===== src/fsc_pkg.sv =====
// constants and register layout of the flash erase/suspend host controller
//
// Summary of operation
// device flags erase failure when erase pulses run out unverified; host reports it
// device flags program failure on a byte that will not program; host reports it
// supply low latches its flag and aborts work, even while suspended
// erase is setup write then confirm write; block address taken at confirm
// a completed erase leaves the whole block at logic one
// a non-confirm write after setup sets both failure flags
// after a bad erase sequence the device reads back status, not array
// erase runs program, verify, erase, verify internally in that order
// ready bit reads zero for the whole erase; host keeps polling
// erase failure shows in bit five within a bounded time
// supply outside limits skips the erase and sets bits five and three
// after erase, reads give status until the read array command
// host checks failure flags, then clears status before the next job
// suspend pauses the erase at an internal point, not at once
// after suspend the host polls status until suspension is confirmed
// while suspended only read array elsewhere, resume and read status are valid
// chip select high while suspended gives standby, erase kept
// resume needs chip select low, then the resume write; erase then finishes
// program or erase with supply below lockout sets an error bit
// boot block work without unlock voltage fails with bit four or five
// active mode whenever chip select is low and reset pin high
// suspended flag stays set until resume is written
// a command write needs both write strobe and chip select low
// reset pin low aborts any job and clears status
// failure flags stay set until status is cleared or the device reset
package fsc_pkg;
  // clock and pin timing
  localparam int CLK_PERIOD_NS = 40;
  localparam int CLK_MHZ = 25;
  localparam int SETUP_NS = 40;
  localparam int STROBE_NS = 200;
  localparam int RP_LOW_NS = 1000;
  localparam int RP_RECOV_NS = 300;
  localparam int POLL_TIMEOUT_US = 1500;
  localparam int SETUP_CYC = (SETUP_NS + CLK_PERIOD_NS - 1) / CLK_PERIOD_NS;
  localparam int STROBE_CYC = (STROBE_NS + CLK_PERIOD_NS - 1) / CLK_PERIOD_NS;
  localparam int RP_LOW_CYC = (RP_LOW_NS + CLK_PERIOD_NS - 1) / CLK_PERIOD_NS;
  localparam int RP_RECOV_CYC = (RP_RECOV_NS + CLK_PERIOD_NS - 1) / CLK_PERIOD_NS;
  localparam int POLL_TIMEOUT_CYC = POLL_TIMEOUT_US * CLK_MHZ;
  // widths
  localparam int FA_W = 18;
  localparam int FD_W = 8;
  localparam int RA_W = 4;
  localparam int RD_W = 32;
  localparam int CNT_W = 24;
  // device status bit positions
  localparam int STS_READY = 7;
  localparam int STS_SUSP = 6;
  localparam int STS_ERASE_FAIL = 5;
  localparam int STS_PROG_FAIL = 4;
  localparam int STS_SUPPLY_LOW = 3;
  // own register offsets
  localparam logic [RA_W-1:0] REG_CTRL = 4'h0;
  localparam logic [RA_W-1:0] REG_ADDR = 4'h1;
  localparam logic [RA_W-1:0] REG_CMD = 4'h2;
  localparam logic [RA_W-1:0] REG_STAT = 4'h3;
  localparam logic [RA_W-1:0] REG_RDATA = 4'h4;
  // control and host status fields
  localparam int CTRL_UNLOCK = 0;
  localparam int ST_BUSY = 8;
  localparam int ST_SUSPENDED = 9;
  localparam int ST_SEQ_ERR = 10;
  localparam int ST_TIMEOUT = 11;
  localparam int ST_REFUSED = 12;
  localparam int ST_BOOT_ERR = 13;
  // operation codes written to the command register
  localparam logic [2:0] OP_ERASE = 3'h1;
  localparam logic [2:0] OP_SUSPEND = 3'h2;
  localparam logic [2:0] OP_RESUME = 3'h3;
  localparam logic [2:0] OP_READ = 3'h4;
  localparam logic [2:0] OP_STATUS = 3'h5;
  localparam logic [2:0] OP_RESET = 3'h6;
endpackage : fsc_pkg


===== src/fsc_bus.sv =====
// one byte-wide read or write cycle on the flash pins
`timescale 1ns/1ps
module fsc_bus
  import fsc_pkg::*;
(
  // clock and reset
  input wire logic clock,
  input wire logic rst_n,
  // request from the sequencer
  input wire logic start,
  input wire logic wr,
  input wire logic [FA_W-1:0] addr_in,
  input wire logic [FD_W-1:0] wdata,
  input wire logic [FD_W-1:0] dq_sync,
  output logic busy,
  output logic done,
  output logic [FD_W-1:0] rdata,
  // flash pins
  output logic cs_n,
  output logic we_n,
  output logic oe_n,
  output logic [FA_W-1:0] addr,
  output logic [FD_W-1:0] dq_out,
  output logic dq_oe
);
  typedef enum logic [1:0] {B_IDLE, B_SETUP, B_STROBE, B_HOLD} fsc_bus_e;
  localparam logic [3:0] SETUP_LAST = 4'(SETUP_CYC - 1);
  localparam logic [3:0] STROBE_LAST = 4'(STROBE_CYC - 1);

  fsc_bus_e st_reg, st_next;
  logic [3:0] cnt_reg, cnt_next;
  logic wr_reg, wr_next;
  logic cs_reg, cs_next, we_reg, we_next, oe_reg, oe_next, oen_reg, oen_next, done_reg, done_next;
  logic [FA_W-1:0] a_reg, a_next;
  logic [FD_W-1:0] d_reg, d_next, r_reg, r_next;

  // cycle sequencing: setup, strobe, hold, then one idle cycle with cs high
  always_comb begin
    st_next = st_reg;
    cnt_next = cnt_reg;
    wr_next = wr_reg;
    a_next = a_reg;
    d_next = d_reg;
    r_next = r_reg;
    cs_next = cs_reg;
    we_next = 1'b1;
    oe_next = 1'b1;
    oen_next = oen_reg;
    done_next = 1'b0;
    unique case (st_reg)
      B_IDLE: begin
        if (start) begin
          st_next = B_SETUP;
          cnt_next = '0;
          wr_next = wr;
          a_next = addr_in;
          d_next = wdata;
          cs_next = 1'b0;
          oen_next = wr;
        end
      end
      B_SETUP: begin
        cnt_next = cnt_reg + 4'h1;
        if (cnt_reg == SETUP_LAST) begin
          st_next = B_STROBE;
          cnt_next = '0;
          we_next = !wr_reg;
          oe_next = wr_reg;
        end
      end
      B_STROBE: begin
        cnt_next = cnt_reg + 4'h1;
        we_next = !wr_reg;
        oe_next = wr_reg;
        if (cnt_reg == STROBE_LAST) begin
          st_next = B_HOLD;
          we_next = 1'b1;
          oe_next = 1'b1;
          r_next = dq_sync;
        end
      end
      B_HOLD: begin
        st_next = B_IDLE;
        cs_next = 1'b1;
        oen_next = 1'b0;
        done_next = 1'b1;
      end
    endcase
  end

  // register pin drivers and state
  always_ff @(posedge clock) begin
    if (!rst_n) begin
      st_reg <= B_IDLE;
      cnt_reg <= '0;
      wr_reg <= 1'b0;
      a_reg <= '0;
      d_reg <= '0;
      r_reg <= '0;
      cs_reg <= 1'b1;
      we_reg <= 1'b1;
      oe_reg <= 1'b1;
      oen_reg <= 1'b0;
      done_reg <= 1'b0;
    end else begin
      st_reg <= st_next;
      cnt_reg <= cnt_next;
      wr_reg <= wr_next;
      a_reg <= a_next;
      d_reg <= d_next;
      r_reg <= r_next;
      cs_reg <= cs_next;
      we_reg <= we_next;
      oe_reg <= oe_next;
      oen_reg <= oen_next;
      done_reg <= done_next;
    end
  end

  assign busy = (st_reg != B_IDLE);
  assign done = done_reg;
  assign rdata = r_reg;
  assign cs_n = cs_reg;
  assign we_n = we_reg;
  assign oe_n = oe_reg;
  assign addr = a_reg;
  assign dq_out = d_reg;
  assign dq_oe = oen_reg;

  // write strobe only inside chip select
  a_we_in_cs: assert property (@(posedge clock) disable iff (!rst_n)
    !we_n |-> !cs_n) else $error("write strobe outside chip select");
  // strobe held for its full width
  a_we_width: assert property (@(posedge clock) disable iff (!rst_n)
    $fell(we_n) |-> (!we_n && !cs_n)[*5]) else $error("write strobe too short");
  // never drive data while flash drives it
  a_oe_no_drive: assert property (@(posedge clock) disable iff (!rst_n)
    !oe_n |-> !dq_oe) else $error("data driven during output enable");
endmodule : fsc_bus


===== src/fsc_ctrl.sv =====
// host controller: erase, suspend, resume, read and reset of the flash
`timescale 1ns/1ps
module fsc_ctrl
  import fsc_pkg::*;
#(
  parameter logic [FD_W-1:0] CMD_READ_ARRAY = 8'h01,
  parameter logic [FD_W-1:0] CMD_READ_STATUS = 8'h02,
  parameter logic [FD_W-1:0] CMD_CLEAR_STATUS = 8'h03,
  parameter logic [FD_W-1:0] CMD_ERASE_SETUP = 8'h04,
  parameter logic [FD_W-1:0] CMD_ERASE_CONFIRM = 8'h05,
  parameter logic [FD_W-1:0] CMD_SUSPEND = 8'h06,
  parameter logic [FD_W-1:0] CMD_RESUME = 8'h07,
  parameter logic [FA_W-1:0] BLOCK_MASK = 18'h3C000,
  parameter logic [FA_W-1:0] BOOT_BASE = 18'h3C000,
  parameter logic [CNT_W-1:0] POLL_LIMIT = CNT_W'(POLL_TIMEOUT_CYC)
) (
  // clock and reset
  input wire logic clock,
  input wire logic rst_n,
  // register port
  input wire logic [RA_W-1:0] reg_addr,
  input wire logic [RD_W-1:0] reg_wdata,
  input wire logic reg_wr,
  input wire logic reg_rd,
  output logic [RD_W-1:0] reg_rdata,
  // flash pins
  output logic flash_cs_n,
  output logic flash_we_n,
  output logic flash_oe_n,
  output logic [FA_W-1:0] flash_addr,
  output logic [FD_W-1:0] flash_dq_out,
  output logic flash_dq_oe,
  input wire logic [FD_W-1:0] flash_dq_in,
  output logic reset_powerdown_n,
  output logic unlock_req
);
  typedef enum logic [3:0] {
    S_IDLE, S_ER_SETUP, S_ER_CONF, S_POLL, S_SUS_CMD, S_SUS_POLL, S_SUSP, S_RES_CMD,
    S_CLR, S_RDARR, S_RD_CMD, S_RD_DATA, S_ST_CMD, S_ST_RD, S_RST_LOW, S_RST_REC
  } fsc_state_e;

  fsc_state_e st_reg, st_next;
  logic [CNT_W-1:0] cnt_reg, cnt_next;
  logic [FA_W-1:0] addr_reg, addr_next, er_addr_reg, er_addr_next;
  logic [FD_W-1:0] sts_reg, sts_next, rd_reg, rd_next;
  logic unlock_en_reg, unlock_en_next, issued_reg, issued_next;
  logic susp_reg, susp_next, sus_req_reg, sus_req_next, rp_reg, rp_next, ulk_reg, ulk_next;
  logic seq_reg, seq_next, tmo_reg, tmo_next, ref_reg, ref_next, boot_reg, boot_next;
  logic [RD_W-1:0] rdata_reg, rdata_next;
  logic [FD_W-1:0] dq_sync, bus_rdata, b_data;
  logic [FA_W-1:0] b_addr;
  logic b_start, b_wr, b_busy, b_done, bus_state, cmd_wr, boot_tgt, same_blk;
  logic [2:0] op;

  ////////////////////////////////////////////////////////////////////////////
  // pin sync and bus cycle engine
  fsc_sync #(.W(FD_W)) u_sync (
    .clock(clock), .rst_n(rst_n), .din(flash_dq_in), .dout(dq_sync)
  );

  fsc_bus u_bus (
    .clock(clock), .rst_n(rst_n), .start(b_start), .wr(b_wr), .addr_in(b_addr),
    .wdata(b_data), .dq_sync(dq_sync), .busy(b_busy), .done(b_done), .rdata(bus_rdata),
    .cs_n(flash_cs_n), .we_n(flash_we_n), .oe_n(flash_oe_n), .addr(flash_addr),
    .dq_out(flash_dq_out), .dq_oe(flash_dq_oe)
  );

  ////////////////////////////////////////////////////////////////////////////
  // decode helpers
  assign cmd_wr = reg_wr && (reg_addr == REG_CMD);
  assign op = reg_wdata[2:0];
  assign boot_tgt = ((er_addr_reg & BLOCK_MASK) == BOOT_BASE);
  assign same_blk = ((addr_reg & BLOCK_MASK) == (er_addr_reg & BLOCK_MASK));

  // bus request per state
  always_comb begin
    bus_state = 1'b1;
    b_wr = 1'b1;
    b_addr = addr_reg;
    b_data = CMD_READ_ARRAY;
    unique case (st_reg)
      S_ER_SETUP: b_data = CMD_ERASE_SETUP;
      S_ER_CONF: b_data = CMD_ERASE_CONFIRM;
      S_SUS_CMD: b_data = CMD_SUSPEND;
      S_RES_CMD: b_data = CMD_RESUME;
      S_CLR: b_data = CMD_CLEAR_STATUS;
      S_RDARR, S_RD_CMD: b_data = CMD_READ_ARRAY;
      S_ST_CMD: b_data = CMD_READ_STATUS;
      S_POLL, S_SUS_POLL, S_RD_DATA, S_ST_RD: b_wr = 1'b0;
      default: bus_state = 1'b0;
    endcase
    if (st_reg != S_RD_DATA) begin
      b_addr = er_addr_reg;
    end
    b_start = bus_state && !issued_reg && !b_busy;
  end

  ////////////////////////////////////////////////////////////////////////////
  // sequencer next state
  always_comb begin
    st_next = st_reg;
    cnt_next = cnt_reg;
    addr_next = addr_reg;
    er_addr_next = er_addr_reg;
    sts_next = sts_reg;
    rd_next = rd_reg;
    unlock_en_next = unlock_en_reg;
    issued_next = (issued_reg || b_start) && !b_done;
    susp_next = susp_reg;
    sus_req_next = sus_req_reg;
    rp_next = 1'b1;
    ulk_next = ulk_reg;
    seq_next = seq_reg;
    tmo_next = tmo_reg;
    ref_next = ref_reg;
    boot_next = boot_reg;
    // register writes; w1c on host flags, hardware set below wins
    if (reg_wr && reg_addr == REG_CTRL) begin
      unlock_en_next = reg_wdata[CTRL_UNLOCK];
    end
    if (reg_wr && reg_addr == REG_ADDR) begin
      addr_next = reg_wdata[FA_W-1:0];
    end
    if (reg_wr && reg_addr == REG_STAT) begin
      seq_next = seq_reg && !reg_wdata[ST_SEQ_ERR];
      tmo_next = tmo_reg && !reg_wdata[ST_TIMEOUT];
      ref_next = ref_reg && !reg_wdata[ST_REFUSED];
      boot_next = boot_reg && !reg_wdata[ST_BOOT_ERR];
    end
    unique case (st_reg)
      S_IDLE: begin
        if (cmd_wr) begin
          unique case (op)
            OP_ERASE: begin
              st_next = S_ER_SETUP;
              er_addr_next = addr_reg;
              ulk_next = unlock_en_reg && ((addr_reg & BLOCK_MASK) == BOOT_BASE);
            end
            OP_READ: st_next = S_RD_CMD;
            OP_STATUS: st_next = S_ST_CMD;
            OP_RESET: st_next = S_RST_LOW;
            default: ref_next = 1'b1;
          endcase
          cnt_next = '0;
        end
      end
      S_ER_SETUP: if (b_done) st_next = S_ER_CONF;
      S_ER_CONF: begin
        if (b_done) begin
          st_next = S_POLL;
          cnt_next = '0;
        end
      end
      S_POLL, S_SUS_POLL: begin
        cnt_next = cnt_reg + CNT_W'(1);
        if (b_done) begin
          sts_next = bus_rdata;
          if (bus_rdata[STS_READY] && st_reg == S_SUS_POLL && bus_rdata[STS_SUSP]) begin
            st_next = S_SUSP;
            susp_next = 1'b1;
          end else if (bus_rdata[STS_READY]) begin
            st_next = S_CLR;
            sus_req_next = 1'b0; // late suspend dropped, erase already done
            seq_next = seq_reg || (bus_rdata[STS_ERASE_FAIL] && bus_rdata[STS_PROG_FAIL]);
            boot_next = boot_reg || (bus_rdata[STS_ERASE_FAIL] && boot_tgt && !ulk_reg);
          end else if (sus_req_reg && st_reg == S_POLL) begin
            st_next = S_SUS_CMD;
            sus_req_next = 1'b0;
          end else if (cnt_reg >= POLL_LIMIT) begin
            tmo_next = 1'b1;
            st_next = S_CLR;
          end
        end
      end
      S_SUS_CMD: begin
        if (b_done) begin
          st_next = S_SUS_POLL;
          cnt_next = '0;
        end
      end
      S_SUSP: begin
        // chip select stays high here: low-current standby
        if (cmd_wr) begin
          unique case (op)
            OP_RESUME: st_next = S_RES_CMD;
            OP_STATUS: st_next = S_ST_CMD;
            OP_RESET: st_next = S_RST_LOW;
            OP_READ: begin
              if (same_blk) ref_next = 1'b1;
              else st_next = S_RD_CMD;
            end
            default: ref_next = 1'b1;
          endcase
          cnt_next = '0;
        end
      end
      S_RES_CMD: begin
        if (b_done) begin
          st_next = S_POLL;
          susp_next = 1'b0;
          cnt_next = '0;
        end
      end
      S_CLR: if (b_done) st_next = S_RDARR;
      S_RDARR: begin
        if (b_done) begin
          st_next = S_IDLE;
          ulk_next = 1'b0;
        end
      end
      S_RD_CMD: if (b_done) st_next = S_RD_DATA;
      S_RD_DATA: begin
        if (b_done) begin
          rd_next = bus_rdata;
          st_next = susp_reg ? S_SUSP : S_IDLE;
        end
      end
      S_ST_CMD: if (b_done) st_next = S_ST_RD;
      S_ST_RD: begin
        if (b_done) begin
          sts_next = bus_rdata;
          st_next = susp_reg ? S_SUSP : S_IDLE;
          if (susp_reg && bus_rdata[STS_SUPPLY_LOW]) begin
            st_next = S_CLR;
            susp_next = 1'b0;
          end
        end
      end
      S_RST_LOW: begin
        rp_next = 1'b0;
        cnt_next = cnt_reg + CNT_W'(1);
        susp_next = 1'b0;
        sus_req_next = 1'b0;
        ulk_next = 1'b0;
        if (cnt_reg == CNT_W'(RP_LOW_CYC)) begin
          st_next = S_RST_REC;
          cnt_next = '0;
          rp_next = 1'b1;
        end
      end
      S_RST_REC: begin
        cnt_next = cnt_reg + CNT_W'(1);
        if (cnt_reg == CNT_W'(RP_RECOV_CYC - 1)) begin
          st_next = S_IDLE;
          sts_next = '0;
        end
      end
    endcase
    // suspend is only taken while an erase is being polled
    if (cmd_wr && op == OP_SUSPEND && st_reg != S_IDLE && st_reg != S_SUSP) begin
      if (st_reg == S_POLL) sus_req_next = 1'b1;
      else ref_next = 1'b1;
    end else if (cmd_wr && st_reg != S_IDLE && st_reg != S_SUSP) begin
      ref_next = 1'b1;
    end
  end

  // register read mux; data stands only the cycle after the strobe
  always_comb begin
    rdata_next = '0;
    if (reg_rd) begin
      unique case (reg_addr)
        REG_CTRL: rdata_next[CTRL_UNLOCK] = unlock_en_reg;
        REG_ADDR: rdata_next[FA_W-1:0] = addr_reg;
        REG_STAT: begin
          rdata_next[FD_W-1:0] = sts_reg;
          rdata_next[ST_BUSY] = (st_reg != S_IDLE) && (st_reg != S_SUSP);
          rdata_next[ST_SUSPENDED] = susp_reg;
          rdata_next[ST_SEQ_ERR] = seq_reg;
          rdata_next[ST_TIMEOUT] = tmo_reg;
          rdata_next[ST_REFUSED] = ref_reg;
          rdata_next[ST_BOOT_ERR] = boot_reg;
        end
        REG_RDATA: rdata_next[FD_W-1:0] = rd_reg;
        default: rdata_next = '0;
      endcase
    end
  end

  // register all sequencer state
  always_ff @(posedge clock) begin
    if (!rst_n) begin
      st_reg <= S_IDLE;
      cnt_reg <= '0;
      addr_reg <= '0;
      er_addr_reg <= '0;
      sts_reg <= '0;
      rd_reg <= '0;
      unlock_en_reg <= 1'b0;
      issued_reg <= 1'b0;
      susp_reg <= 1'b0;
      sus_req_reg <= 1'b0;
      rp_reg <= 1'b1;
      ulk_reg <= 1'b0;
      seq_reg <= 1'b0;
      tmo_reg <= 1'b0;
      ref_reg <= 1'b0;
      boot_reg <= 1'b0;
      rdata_reg <= '0;
    end else begin
      st_reg <= st_next;
      cnt_reg <= cnt_next;
      addr_reg <= addr_next;
      er_addr_reg <= er_addr_next;
      sts_reg <= sts_next;
      rd_reg <= rd_next;
      unlock_en_reg <= unlock_en_next;
      issued_reg <= issued_next;
      susp_reg <= susp_next;
      sus_req_reg <= sus_req_next;
      rp_reg <= rp_next;
      ulk_reg <= ulk_next;
      seq_reg <= seq_next;
      tmo_reg <= tmo_next;
      ref_reg <= ref_next;
      boot_reg <= boot_next;
      rdata_reg <= rdata_next;
    end
  end

  assign reg_rdata = rdata_reg;
  assign reset_powerdown_n = rp_reg;
  assign unlock_req = ulk_reg;

  ////////////////////////////////////////////////////////////////////////////
  // checks
  a_confirm_follows: assert property (@(posedge clock) disable iff (!rst_n)
    $rose(st_reg == S_ER_CONF) |-> $past(st_reg) == S_ER_SETUP)
    else $error("confirm without setup");
  a_busy_keeps_poll: assert property (@(posedge clock) disable iff (!rst_n)
    (st_reg == S_POLL && b_done && !bus_rdata[STS_READY] && !sus_req_reg
      && cnt_reg < POLL_LIMIT) |=> st_reg == S_POLL)
    else $error("poll left while flash busy");
  a_clear_then_array: assert property (@(posedge clock) disable iff (!rst_n)
    $rose(st_reg == S_RDARR) |-> $past(st_reg) == S_CLR)
    else $error("read array without status clear");
  a_reset_pulse: assert property (@(posedge clock) disable iff (!rst_n)
    $fell(reset_powerdown_n) |-> (!reset_powerdown_n && flash_cs_n)[*8])
    else $error("reset pulse too short");
  a_no_cs_in_reset: assert property (@(posedge clock) disable iff (!rst_n)
    !reset_powerdown_n |-> flash_cs_n) else $error("chip select during reset");
  a_susp_refuses: assert property (@(posedge clock) disable iff (!rst_n)
    (st_reg == S_SUSP && cmd_wr && op == OP_ERASE) |=> ref_reg && st_reg == S_SUSP)
    else $error("erase accepted while suspended");
  a_susp_held: assert property (@(posedge clock) disable iff (!rst_n)
    $fell(susp_reg) |-> $past(st_reg) inside {S_RES_CMD, S_RST_LOW, S_ST_RD})
    else $error("suspended flag dropped early");
  a_unlock_gated: assert property (@(posedge clock) disable iff (!rst_n)
    unlock_req |-> $past(unlock_en_reg, 1) || $past(unlock_req))
    else $error("unlock without enable");
  a_rdata_slot: assert property (@(posedge clock) disable iff (!rst_n)
    !$past(reg_rd) |-> reg_rdata == '0) else $error("read data outside slot");
endmodule : fsc_ctrl


===== src/fsc_sync.sv =====
// two-flop synchroniser for pin inputs
`timescale 1ns/1ps
module fsc_sync #(
  parameter int W = 8
) (
  // clock and reset
  input wire logic clock,
  input wire logic rst_n,
  // async in, synced out
  input wire logic [W-1:0] din,
  output logic [W-1:0] dout
);
  logic [W-1:0] meta_reg;
  logic [W-1:0] meta_next;
  logic [W-1:0] dout_reg;
  logic [W-1:0] dout_next;

  // first stage feeds only the second
  always_comb begin
    meta_next = din;
    dout_next = meta_reg;
  end

  // register both stages
  always_ff @(posedge clock) begin
    if (!rst_n) begin
      meta_reg <= '0;
      dout_reg <= '0;
    end else begin
      meta_reg <= meta_next;
      dout_reg <= dout_next;
    end
  end

  assign dout = dout_reg;
endmodule : fsc_sync

===== config.mk =====
export PLATFORM = sky130hd
export DESIGN_NAME = fsc_ctrl
export DESIGN_NICKNAME = d
export VERILOG_FILES = /design/src/fsc_pkg.sv /design/src/fsc_bus.sv /design/src/fsc_ctrl.sv /design/src/fsc_sync.sv
export SDC_FILE = /design/constraint.sdc
export NUM_CORES = 1
export LEC_CHECK = 0
export BUFFER_PORTS_ARGS = -buffer_cell sky130_fd_sc_hd__buf_4
export CORE_ASPECT_RATIO = 0.9
export CORE_MARGIN = 2
export CORE_UTILIZATION = 62
export CTS_CLUSTER_DIAMETER = 60
export CTS_CLUSTER_SIZE = 12
export DETAILED_ROUTE_END_ITERATION = 10
export PLACE_DENSITY = 0.86
export SLEW_MARGIN = 20
export SYNTH_ARGS = -nofsm -noshare
export SYNTH_HDL_FRONTEND = slang
export SYNTH_SLANG_ARGS = --single-unit

===== constraint.sdc =====
create_clock -name clock -period 5.29 [get_ports clock]
set_input_delay 0.529 -clock clock [delete_from_list [all_inputs] [get_ports clock]]
set_output_delay 0.529 -clock clock [all_outputs]
set_load 0.03 [all_outputs]

==> impl_metrics.toml <==
[route]
drtAntennaViolNets = 0
met3WireLength_um = 1090
drc = 0
wl_met1_um = 8320
dr.pass1.iters = 6
wire_per_inst_um = 16.2
vias = 6626
wl_met2_um = 8410
routed_wl_um = 18200
avgViaCountPerCell = 5.92
routed.top_layer = "met4"
drtIter0Drc = 779

[global_route]
antenna_found_initial = 0
first_global_vias = 5948
grt_max_degree = 56
gr-total-overflow = 0
grt_pass1_wl_um = 29400
track_usage = 0.282

[worst_setup_path]
worst_setup_path_end_kind = "flip-flop"
path_class = "flip-flop to flip-flop"
start_kind = "flip-flop"
timing.critical_path.arrival_ps = 3320
reg2reg_slack_ps = 2320
cp.required_ps = 5650
crit_fanout = 22

[power]
power_density_nw_per_um2 = 431
comb_power_share = 0.300
cell_internal_pwr_uw = 2440
switching_share = 0.350
p_clk_frac = 0.327
p_leak_uw = 0.00337
ir_worst_vdd_mv = 0.300
p_seq_frac = 0.372
switchingPower_uw = 1310

[floorplan]
coreArea_um2 = 12000
die_width_um = 120
core.rowCount = 38
io_pins = 112
dieArea_um2 = 13100
initial_core_util = 0.632
die_h_um = 109

[timing]
max_freq_ghz = 0.337
hold_viol = 0
min_period_ps = 2970
setup_slack_ps = 2320
grt_setup_unrepaired = "false"
tightest_slew_ps = 1010
fin_crit_sh = 0.561
fin_tns_setup_ps = 0
report.final.slew_viol_count = 0
skew_ps = 8.71
setup_violations = 0
slew_headroom = 0.327

[placed_design]
place_ws_ps = 2170
dp.cells = 1088
post-dp-hpwl_um = 12100
portBuffers = 78
placed_area_um2 = 8100
place.gp.congestion = 0.934

[clock_network]
clk_pin_slew_ps = 60
tritoncts = "done"
numClockSinks = 165
cts_buffer_depth = 2
cts_hold_buf = 0
cts-root-buf = "clkbuf_16"
cts_setup_buffers = 0
cts_buffers = 17
cts_resized = 0
cts.htree.levels = 4
clock_latency_ps = 430

[min_path]
holdCritPathClass = "input pin to flip-flop"

[cells_and_area]
final_cells = 1120
area_growth_pct = 14.9
layout.cells.most_common = "dfxtp_1"
antennaDiodeCount = 0
drive_above_1_share = 0.146
nNetsFinal = 1005
final_util = 0.726
mostFrequentLayoutCells = "dfxtp_1 (165), nand2_1 (123), a21oi_1 (89), buf_4 (87), nor2_1 (83)"
largest_reg_flops = 24
post-route-cell-area_um2 = 8700

[synthesis]
yosys_warnings = 0
yosysUniqueCellTypes = 65
synth-seq-cells = 165
ys_seq_area_frac = 0.436
synth_flop_cell = "dfxtp_1"
syn_avg_cell_area_um2 = 8.41
synth_cells = 900
synth_edf_count = 0
async_flop_share = 0
netlist_area_um2 = 7570

[job]
cap_violations = 0

[run_status]
outcome = "complete, no violations"
[metal layers]
layer | GRT usage | up-vias
met4 | 0.105 | 0
met3 | 0.0513 | 39
met5 | 0 | -
met1 | 0.395 | 3126
li1 | - | 3215
met2 | 0.437 | 246
[path summary, 6_finish.rpt]
path,end,depth (start not counted),start
hold reg to reg,u_sync.dout[3],1,u_sync.dout_next[3]
hold / removal,u_sync.dout_next[1],2,flash_dq_in[1]
setup reg to reg,cnt_reg[16],8,st_reg[1]
setup / recovery,cnt_reg[16],8,st_reg[1]
[power groups by stage]
stage	Combinational (µW)	Clock (µW)	Sequential, µW
5_1_grt	1240	1290	1400
2_1_floorplan	824	0	1440
6_report	1130	1230	1390
3_3_place_gp	1080	0	1410
4_1_cts	1110	1230	1390
3_5_place_dp	1090	0	1420
[final cells by class]
type,instances,area [µm²]
multi-input cells,661,3890
flip-flops and latches,165,3300
repair buffers,87,653
inverters,15,56.3
well taps,160,200
clock buffers,24,512
clock inverters,8,87.6
fillers,920,3280
[cell families after synthesis]
logic type	after synthesis	synth area share
and+or+nand+nor	372	0.241
AOI/OAI and AO/OA	199	0.168
DFF	165	0.436
buffers and inverters	92	0.0589
muxes	44	0.0595
xor gates and xnor gates	17	0.0197
adders and majority gates	10	0.0165
other	1	0.000495
[cell usage after synthesis, types with 5 or more instances]
master | n | area, µm²
dfxtp_1 | 165 | 3300
nand2_1 | 123 | 462
a21oi_1 | 89 | 445
nor2_1 | 83 | 312
nand3_1 | 37 | 185
mux2i_1 | 36 | 360
clkbuf_1 | 35 | 131
and2_1 | 28 | 175
o21ai_0 | 28 | 140
a211oi_1 | 24 | 180
nand4_1 | 21 | 131
buf_4 | 20 | 150
nand2b_1 | 15 | 93.8
buf_2 | 14 | 70.1
inv_1 | 14 | 52.6
xor2_1 | 12 | 105
a22oi_1 | 10 | 75.1
ha_1 | 10 | 125
or3_1 | 10 | 62.6
nor3_1 | 9 | 45.0
mux2_2 | 8 | 90.1
a31oi_1 | 7 | 43.8
and3_1 | 7 | 43.8
buf_1 | 7 | 26.3
nor4_1 | 7 | 43.8
o31ai_1 | 7 | 52.6
or4_1 | 6 | 45.0
a21o_1 | 5 | 37.5
nand3b_1 | 5 | 37.5
nor2b_1 | 5 | 31.3
xnor2_1 | 5 | 43.8
[worst max-delay path: stages (launching register included)]
cell      delay, ps
dfxtp_1         660
buf_4           360
nand2b_1        310
a21oi_1         110
o21ai_1         160
buf_4           190
nand3_1         330
or4_1           610
a21oi_1         150
[through the flow]
stage	hold WS [ps]	power [µW]
floorplan	412	2270
global placement	414	2490
detailed placement	419	2510
CTS	303	3740
global route	301	3940
finish	301	3750
No activity file was read; power rests on OpenSTA's default activity.
